**src/rtl/pcc_pkg.sv**
```systemverilog
// Package of constants and types for the compare counter core
// Function
// - A 16-bit up-counter with compare values A and B, each with its own shadow.
// - Control bit 3 picks count source: 0 internal divided clock, 1 external input.
// - Internal mode counts at clock divided by two to the divider_code, codes 0 to 0xe.
// - External mode counts once per rising edge of the external count input.
// - External mode matches, reloads and clears exactly like internal mode.
// - Writing 1 to control bit 1 clears the counter to zero.
// - A running counter clears itself on the count tick after it reaches active compare B.
// - Writing the counter register loads that value into the counter.
// - Reading the counter register returns the current count.
// - With shadow writes off, compare addresses reach the active compare values.
// - Control bit 5 routes compare reads and writes to shadows when set.
// - With control bit 5 set, each counter clear copies both shadows into the active compare values.
// - Reset leaves both active compare values and both shadows at zero.
// - A match signal is raised whenever the count equals an active compare value, except in reset and the first clock after it.
// - The count repeats with a period of compare B plus one count cycles.
// - Control bit 0 written 1 starts counting; written 0 stops and keeps the count.
// - Run and clear written together clear first, then counting begins.
// - After a B match counting resumes from zero; an A match never stops it.
package pcc_pkg;

  localparam int unsigned CNT_W = 16;
  localparam int unsigned PRESC_STAGES = 14;
  localparam int unsigned DIV_W = 4;
  localparam int unsigned IDX_W = 15;

  // Register indices; the byte address is four times the index
  localparam logic [IDX_W-1:0] IDX_CMP_A = 15'h5300;
  localparam logic [IDX_W-1:0] IDX_CMP_B = 15'h5302;
  localparam logic [IDX_W-1:0] IDX_COUNT = 15'h5304;
  localparam logic [IDX_W-1:0] IDX_CTRL = 15'h5306;
  localparam logic [IDX_W-1:0] IDX_DIV = 15'h5308;

  // Control and divider register field positions
  localparam int unsigned CTRL_RUN_BIT = 0;
  localparam int unsigned CTRL_CLEAR_BIT = 1;
  localparam int unsigned CTRL_SRC_BIT = 3;
  localparam int unsigned CTRL_SHADOW_BIT = 5;
  localparam int unsigned DIV_LSB = 0;

  // Reset values and the reserved divider code
  localparam logic [CNT_W-1:0] RST_CMP = 16'h0000;
  localparam logic [CNT_W-1:0] RST_COUNT = 16'h0000;
  localparam logic [DIV_W-1:0] RST_DIV = 4'h0;
  localparam logic [DIV_W-1:0] DIV_RESERVED = 4'hf;

  typedef enum logic [1:0] {
    PCC_BUS_IDLE = 2'b00,
    PCC_BUS_WRITE = 2'b01,
    PCC_BUS_RDWAIT = 2'b11,
    PCC_BUS_RDDONE = 2'b10
  } pcc_bus_state_t;

endpackage

```
**src/rtl/pcc_prescaler.sv**
```systemverilog
// Free-running prescaler giving one-cycle count enables
`timescale 1ns/1ps
module pcc_prescaler
  import pcc_pkg::*;
#(
  parameter int unsigned StageCount = PRESC_STAGES
) (
  input wire logic mclk,
  input wire logic reset_n,
  input wire logic [DIV_W-1:0] divCode,
  output logic tick
);

  typedef struct packed {
    logic [StageCount-1:0] stage;
  } pcc_presc_state_t;

  pcc_presc_state_t s_q;
  pcc_presc_state_t s_d;
  logic [StageCount-1:0] mask;

  // Low divCode bits all ones marks one clock in 2**divCode
  for (genvar i = 0; i < StageCount; i++) begin : gMask
    assign mask[i] = (divCode > DIV_W'(i));
  end

  assign tick = (divCode != DIV_RESERVED) && ((s_q.stage & mask) == mask);

  always_comb begin
    s_d = s_q;
    s_d.stage = StageCount'(s_q.stage + 1'b1);
  end

  always_ff @(posedge mclk or negedge reset_n) begin
    if (!reset_n) begin
      s_q <= '0;
    end else begin
      s_q <= s_d;
    end
  end

endmodule

```
**src/rtl/pcc_edge_detect.sv**
```systemverilog
// Synchroniser and rising edge detector for the external count input
`timescale 1ns/1ps
module pcc_edge_detect (
  input wire logic mclk,
  input wire logic reset_n,
  input wire logic levelIn,
  output logic rise
);

  typedef struct packed {
    logic sync1;
    logic sync2;
    logic prev;
  } pcc_edge_state_t;

  pcc_edge_state_t s_q;
  pcc_edge_state_t s_d;

  assign rise = s_q.sync2 & ~s_q.prev;

  always_comb begin
    s_d = s_q;
    s_d.sync1 = levelIn;
    s_d.sync2 = s_q.sync1;
    s_d.prev = s_q.sync2;
  end

  always_ff @(posedge mclk or negedge reset_n) begin
    if (!reset_n) begin
      s_q <= '0;
    end else begin
      s_q <= s_d;
    end
  end

endmodule

```
**src/rtl/pcc_timer.sv**
```systemverilog
// Compare counter core with its AHB-Lite register slave
//
// Our own choice: the AHB-Lite register port.
`timescale 1ns/1ps
module pcc_timer
  import pcc_pkg::*;
(
  input wire logic mclk,
  input wire logic reset_n,
  input wire logic hsel,
  input wire logic [31:0] haddr,
  input wire logic [1:0] htrans,
  input wire logic hwrite,
  input wire logic [2:0] hsize,
  input wire logic [31:0] hwdata,
  input wire logic hready,
  output logic hreadyout,
  output logic hresp,
  output logic [31:0] hrdata,
  input wire logic externalCountInput,
  output logic matchA,
  output logic matchB,
  output logic [CNT_W-1:0] countValue
);

  typedef struct packed {
    pcc_bus_state_t bus;
    logic [IDX_W-1:0] idx;
    logic inMap;
    logic [31:0] rdata;
    logic [CNT_W-1:0] count;
    logic [CNT_W-1:0] cmpA;
    logic [CNT_W-1:0] cmpB;
    logic [CNT_W-1:0] shadowA;
    logic [CNT_W-1:0] shadowB;
    logic run;
    logic srcExt;
    logic shadowEn;
    logic [DIV_W-1:0] divCode;
    logic matchA;
    logic matchB;
  } pcc_timer_state_t;

  pcc_timer_state_t s_q;
  pcc_timer_state_t s_d;

  logic prescTick;
  logic extRise;
  logic takeAddr;
  logic doWrite;
  logic [CNT_W-1:0] wdata;
  logic countTick;
  logic clearNow;

  pcc_prescaler #(
    .StageCount(PRESC_STAGES)
  ) u_pcc_prescaler (
    .mclk(mclk),
    .reset_n(reset_n),
    .divCode(s_q.divCode),
    .tick(prescTick)
  );

  pcc_edge_detect u_pcc_edge_detect (
    .mclk(mclk),
    .reset_n(reset_n),
    .levelIn(externalCountInput),
    .rise(extRise)
  );

  // Reads take one wait state so the read data comes from a register
  assign hreadyout = (s_q.bus != PCC_BUS_RDWAIT);
  assign hresp = 1'b0;
  assign hrdata = s_q.rdata;
  assign matchA = s_q.matchA;
  assign matchB = s_q.matchB;
  assign countValue = s_q.count;

  assign takeAddr = hsel && htrans[1] && hready;
  assign doWrite = (s_q.bus == PCC_BUS_WRITE) && s_q.inMap;
  assign wdata = hwdata[CNT_W-1:0];

  // Count enable source: external edges never depend on the prescaler
  assign countTick = s_q.run && (s_q.srcExt ? extRise : prescTick);

  function automatic logic [31:0] readMux(input pcc_timer_state_t st);
    logic [31:0] r;
    r = 32'h0000_0000;
    if (!st.inMap) begin
      r = 32'h0000_0000;
    end else if (st.idx == IDX_CMP_A) begin
      r[CNT_W-1:0] = st.shadowEn ? st.shadowA : st.cmpA;
    end else if (st.idx == IDX_CMP_B) begin
      r[CNT_W-1:0] = st.shadowEn ? st.shadowB : st.cmpB;
    end else if (st.idx == IDX_COUNT) begin
      r[CNT_W-1:0] = st.count;
    end else if (st.idx == IDX_CTRL) begin
      r[CTRL_RUN_BIT] = st.run;
      r[CTRL_SRC_BIT] = st.srcExt;
      r[CTRL_SHADOW_BIT] = st.shadowEn;
    end else if (st.idx == IDX_DIV) begin
      r[DIV_LSB +: DIV_W] = st.divCode;
    end
    return r;
  endfunction

  always_comb begin
    s_d = s_q;
    clearNow = 1'b0;

    // Bus phase tracking
    case (s_q.bus)
      PCC_BUS_RDWAIT: begin
        s_d.rdata = readMux(s_q);
        s_d.bus = PCC_BUS_RDDONE;
      end
      default: begin
        if (takeAddr) begin
          s_d.idx = haddr[IDX_W+1:2];
          s_d.inMap = (haddr[31:IDX_W+2] == '0) && (haddr[1:0] == 2'b00);
          s_d.bus = hwrite ? PCC_BUS_WRITE : PCC_BUS_RDWAIT;
        end else begin
          s_d.bus = PCC_BUS_IDLE;
        end
      end
    endcase

    // Compare and divider writes
    if (doWrite && (s_q.idx == IDX_CMP_A)) begin
      if (s_q.shadowEn) begin
        s_d.shadowA = wdata;
      end else begin
        s_d.cmpA = wdata;
      end
    end
    if (doWrite && (s_q.idx == IDX_CMP_B)) begin
      if (s_q.shadowEn) begin
        s_d.shadowB = wdata;
      end else begin
        s_d.cmpB = wdata;
      end
    end
    if (doWrite && (s_q.idx == IDX_DIV)) begin
      s_d.divCode = wdata[DIV_LSB +: DIV_W];
    end

    // Counter: control write, then counter load, then counting
    if (doWrite && (s_q.idx == IDX_CTRL)) begin
      s_d.run = wdata[CTRL_RUN_BIT];
      s_d.srcExt = wdata[CTRL_SRC_BIT];
      s_d.shadowEn = wdata[CTRL_SHADOW_BIT];
      if (wdata[CTRL_CLEAR_BIT]) begin
        s_d.count = '0;
        clearNow = 1'b1;
      end
    end else if (doWrite && (s_q.idx == IDX_COUNT)) begin
      s_d.count = wdata;
    end else if (countTick) begin
      if (s_q.count == s_q.cmpB) begin
        s_d.count = '0;
        clearNow = 1'b1;
      end else begin
        s_d.count = CNT_W'(s_q.count + 1'b1);
      end
    end

    // Shadows move to the active values on every clear when enabled
    if (clearNow && s_q.shadowEn) begin
      s_d.cmpA = s_q.shadowA;
      s_d.cmpB = s_q.shadowB;
      if (doWrite && (s_q.idx == IDX_CMP_A)) begin
        s_d.cmpA = s_q.shadowA;
      end
    end

    s_d.matchA = (s_d.count == s_d.cmpA);
    s_d.matchB = (s_d.count == s_d.cmpB);
  end

  always_ff @(posedge mclk or negedge reset_n) begin
    if (!reset_n) begin
      s_q.bus <= PCC_BUS_IDLE;
      s_q.idx <= '0;
      s_q.inMap <= 1'b0;
      s_q.rdata <= 32'h0000_0000;
      s_q.count <= RST_COUNT;
      s_q.cmpA <= RST_CMP;
      s_q.cmpB <= RST_CMP;
      s_q.shadowA <= RST_CMP;
      s_q.shadowB <= RST_CMP;
      s_q.run <= 1'b0;
      s_q.srcExt <= 1'b0;
      s_q.shadowEn <= 1'b0;
      s_q.divCode <= RST_DIV;
      s_q.matchA <= 1'b0;
      s_q.matchB <= 1'b0;
    end else begin
      s_q <= s_d;
    end
  end

endmodule

```
**config.mk**
```make
export PLATFORM = sky130hd
export DESIGN_NAME = pcc_timer
export DESIGN_NICKNAME = d
export VERILOG_FILES = /design/src/rtl/pcc_pkg.sv /design/src/rtl/pcc_prescaler.sv /design/src/rtl/pcc_edge_detect.sv /design/src/rtl/pcc_timer.sv
export SDC_FILE = /design/constraint.sdc
export NUM_CORES = 1
export LEC_CHECK = 0
export ABC_AREA = 0
export CAP_MARGIN = 20
export CORE_MARGIN = 8
export CORE_UTILIZATION = 30
export CTS_CLUSTER_SIZE = 40
export DETAILED_ROUTE_END_ITERATION = 8
export DONT_BUFFER_PORTS = 1
export HOLD_SLACK_MARGIN = 0.15
export MAX_ROUTING_LAYER = met4
export PLACE_DENSITY_LB_ADDON = 0.2
export SYNTH_ARGS = -nofsm -noshare
export SYNTH_HDL_FRONTEND = slang
export SYNTH_SLANG_ARGS = --single-unit
```
**constraint.sdc**
```tcl
create_clock -name mclk -period 4.26 [get_ports mclk]
set_input_delay 0.426 -clock mclk [delete_from_list [all_inputs] [get_ports mclk]]
set_output_delay 0.426 -clock mclk [all_outputs]
set_load 0.005 [all_outputs]
```
==> metrics.md <==
| Metric | Value |
|---|---|
| FP Rows | 60 |
| FF/Latch Area | 3500 um^2 |
| Placer Congestion | 0.883 |
| FF-to-FF setup slack | between 500 and 600 ps |
| Area occupied by multi-input gates | 4040 um^2 |
| Grt ovf | 0 |
| CTS buffer count | 17 |
| Pwr dens | 369 nW/um^2 |
| Die area | 32500 um^2 |
| Dominant cell type by area after synthesis | dfrtp_1 |
| Crit path capture type | flop |
| CP Max Fanout | 7 |
| I/O pin cnt | approximately 130 |
| Post-DP HPWL | between 15 and 20 mm |
| Skew final | about 19 ps |
| ANT nets after route | 0 |
| Post-Syn Area | 8100 um^2 |
| Worst r2r src | u_pcc_prescaler.s_q[0]$_DFF_PN0_ |
| ANT cells | 0 |
| Post-synth EDFFs | 0 |
| WHS Endpoint | s_q[138]$_DFF_PN0_ |
| Vias per inst | just over 5 |
| Avg Cell Area, Syn | 10.7 um^2 |
| CP Data Required Time | approximately 4600 ps |
| Sum of negative setup slack | 0 ps |
| Hold Violations, Final | 0 |
| Leakage | ~4 nW |
| Worst slew margin | 35.5% |
| RSZ-0062 raised after global routing | false |
| Final total power | 3.42 mW |
| Clock Root Buffer | clkbuf_16 |
| Initial core utilization | between 30% and 40% |
| Post-CTS Resized | 0 |
| Die height | 180 um |
| Share of cells above drive strength 1 | 23.5% |
| Final Slew Violations | 0 |
| Min-Delay Path Class | in2reg |
| Most frequent cells after synthesis | 140 x dfrtp_1, 78 x mux2_2, 52 x nor2_1, 50 x buf_4, 41 x xnor2_1 |
| WL/cell | 22.0 um |
| First-pass GRT wire length | roughly 39 mm |
| Crit share post-route | between 80% and 90% |
| Postcts setup bufs | 0 |
| Clk sinks | 140 |
| Pin count of the biggest net entering global routing | 141 |
| CP arrival | approximately 4000 ps |
| Slew @ Worst Pin | 953 ps |
| Total track usage | 16.0% |
| Crit Path Category | reg2reg |
| CTS Hold Buffers Added | 35 |
| Hold path depth | 2 |
| HP Start | htrans[1] |
| Area delta synth->final | 14.8% |
| Htree depth | 4 |
| Yosys cell types | 75 |
| Asr flop ratio synth | 100% |
| Status | completed |
| Width of the die | 180 um |
| Max cap viols | 0 |
| Number of port buffers | 0 |
| Final setup violation count | 0 |
| Final wirelength | 24.7 mm |
| Initial DRT Pass Iterations | 5 |
| Vias in the first global route | between 5000 and 6000 |
| Via count | between 5000 and 6000 |
| Minimum clock period | approximately 3700 ps |
| Largest cells by area after synthesis | dfrtp_1 43%, mux2_2 11%, buf_4 4.6% |
| Clock slew at reported path FFs | 60 ps |
| Iteration-0 DRC Markers | 504 |
| Clock Path Buffers | 2 |
| Worst-Skew Late Latency | 430 ps |
| Worst Setup Start Kind | flop |
| Top-count cell post-synth | dfrtp_1 |
| Initial antenna violation count | 0 |
| Core Box Area | between 20000 and 30000 um^2 |
| Final core occ | 34.8% |
| Yosys warnings | 0 |
| CTS tree | built |
| Seq/Total Area, Yosys | 43.3% |
| Register bit total from synthesis | between 100 and 150 |
| # nets final | 849 |
| Register-to-Register Path Depth | 10 |
| Synthesized instance count | 760 |
| DRC viols | 0 |
| Post-synth top area share | between 40% and 50% |
| FILL cells | 2703 |
| Critical R2R Capture | matchA$_DFF_PN0_ |
| Post-synth top flop | dfrtp_1 |
| Worst VDD drop | between 200 and 250 uV |
| Maximum clock frequency | 273 MHz |
[layer usage]
layer | vias to the layer above | part of all wire [%] | GRT usage (%)
li1 | 2722 | - | -
met1 | 2904 | 47 | 21.2
met2 | 130 | 46 | 24.0
met3 | 19 | 5.6 | 3.75
met4 | 0 | 1.2 | 4.66
met5 | - | 0 | -
[through the flow]
stage	hold slack (ps)	std cells	worst slack, ps	cell area, um^2
detailed placement	141	1059	598	8300
global route	249	1125	428	9290
finish	224	1125	594	9290
global placement	141	1059	590	8300
floorplan	130	776	1230	8160
CTS	203	1125	579	9290
[final cells by class]
class                           count  share of cell area, %
Tap cell                          341                   4.59
Clock buffer                       22                   5.32
Sequential cell                   140                   37.7
Inverter                           19                  0.767
Clock inverter                      9                   1.45
Timing Repair Buffer               66                   6.73
Multi-Input combinational cell    528                   43.4
[state kept, by name, summed over array words and instances (netlist names)]
| register | count |
|---|---|
| s_q | 89 |
| countValue | 16 |
| hrdata | 16 |
| u_pcc_prescaler.s_q | 14 |
| u_pcc_edge_detect.s_d | 2 |
| matchA | 1 |
| matchB | 1 |
| u_pcc_edge_detect.s_q | 1 |
[how the worst max path moves through the flow]
stage               slack (ps)               end  depth (start not counted)                             start
floorplan                 1230  matchB$_DFF_PN0_                         10              s_q[123]$_DFFE_PN0P_
global placement           590  matchB$_DFF_PN0_                         10  u_pcc_prescaler.s_q[0]$_DFF_PN0_
detailed placement         600  matchB$_DFF_PN0_                         10  u_pcc_prescaler.s_q[0]$_DFF_PN0_
CTS                        580  matchB$_DFF_PN0_                         10  u_pcc_prescaler.s_q[0]$_DFF_PN0_
global route               430  matchA$_DFF_PN0_                         10  u_pcc_prescaler.s_q[0]$_DFF_PN0_
finish                     590  matchA$_DFF_PN0_                         10  u_pcc_prescaler.s_q[0]$_DFF_PN0_
[report_power, final]
part / total (mW) / internal, mW / switching, mW
Sequential: 1.45 / 1.39 / 0.0626
Combinational: 0.392 / 0.175 / 0.218
Clock: 1.58 / 0.996 / 0.588
[cell usage in the layout, fill, tap and decap left out, types with 18 or more instances in the layout]
cell	netlist	final
dfrtp_1	140	140
mux2_2	78	78
nor2_1	52	52
xnor2_1	41	41
nand2_1	38	38
mux2i_1	36	36
dlygate4sd3_1	0	34
a21oi_1	32	31
o21ai_0	29	29
buf_4	50	29
nand3_1	19	19
xor2_1	18	18
inv_1	18	18
[cells by family (layout without fill, tap and decap cells)]
kind of cell    after synthesis  count (layout)  synth area share, %
compound gates              140             140                 13.0
xor+xnor                     59              59                 6.38
fa+ha+maj                     2               2                0.309
buf+inv                     108             116                 7.85
flops                       140             140                 43.3
mux                         116             116                 15.9
other cells                   1              17               0.0463
simple gates                194             194                 13.3
[worst max-delay path, stage by stage (launching register included)]
cell,delay (ps)
dfrtp_1,470
nand4_2,200
or2_1,310
a221oi_2,320
o221ai_2,210
nand2_1,300
o221ai_1,400
o21a_1,380
xnor2_1,160
or4_1,550
nor4_2,260
No activity file was read; power rests on OpenSTA's default activity.
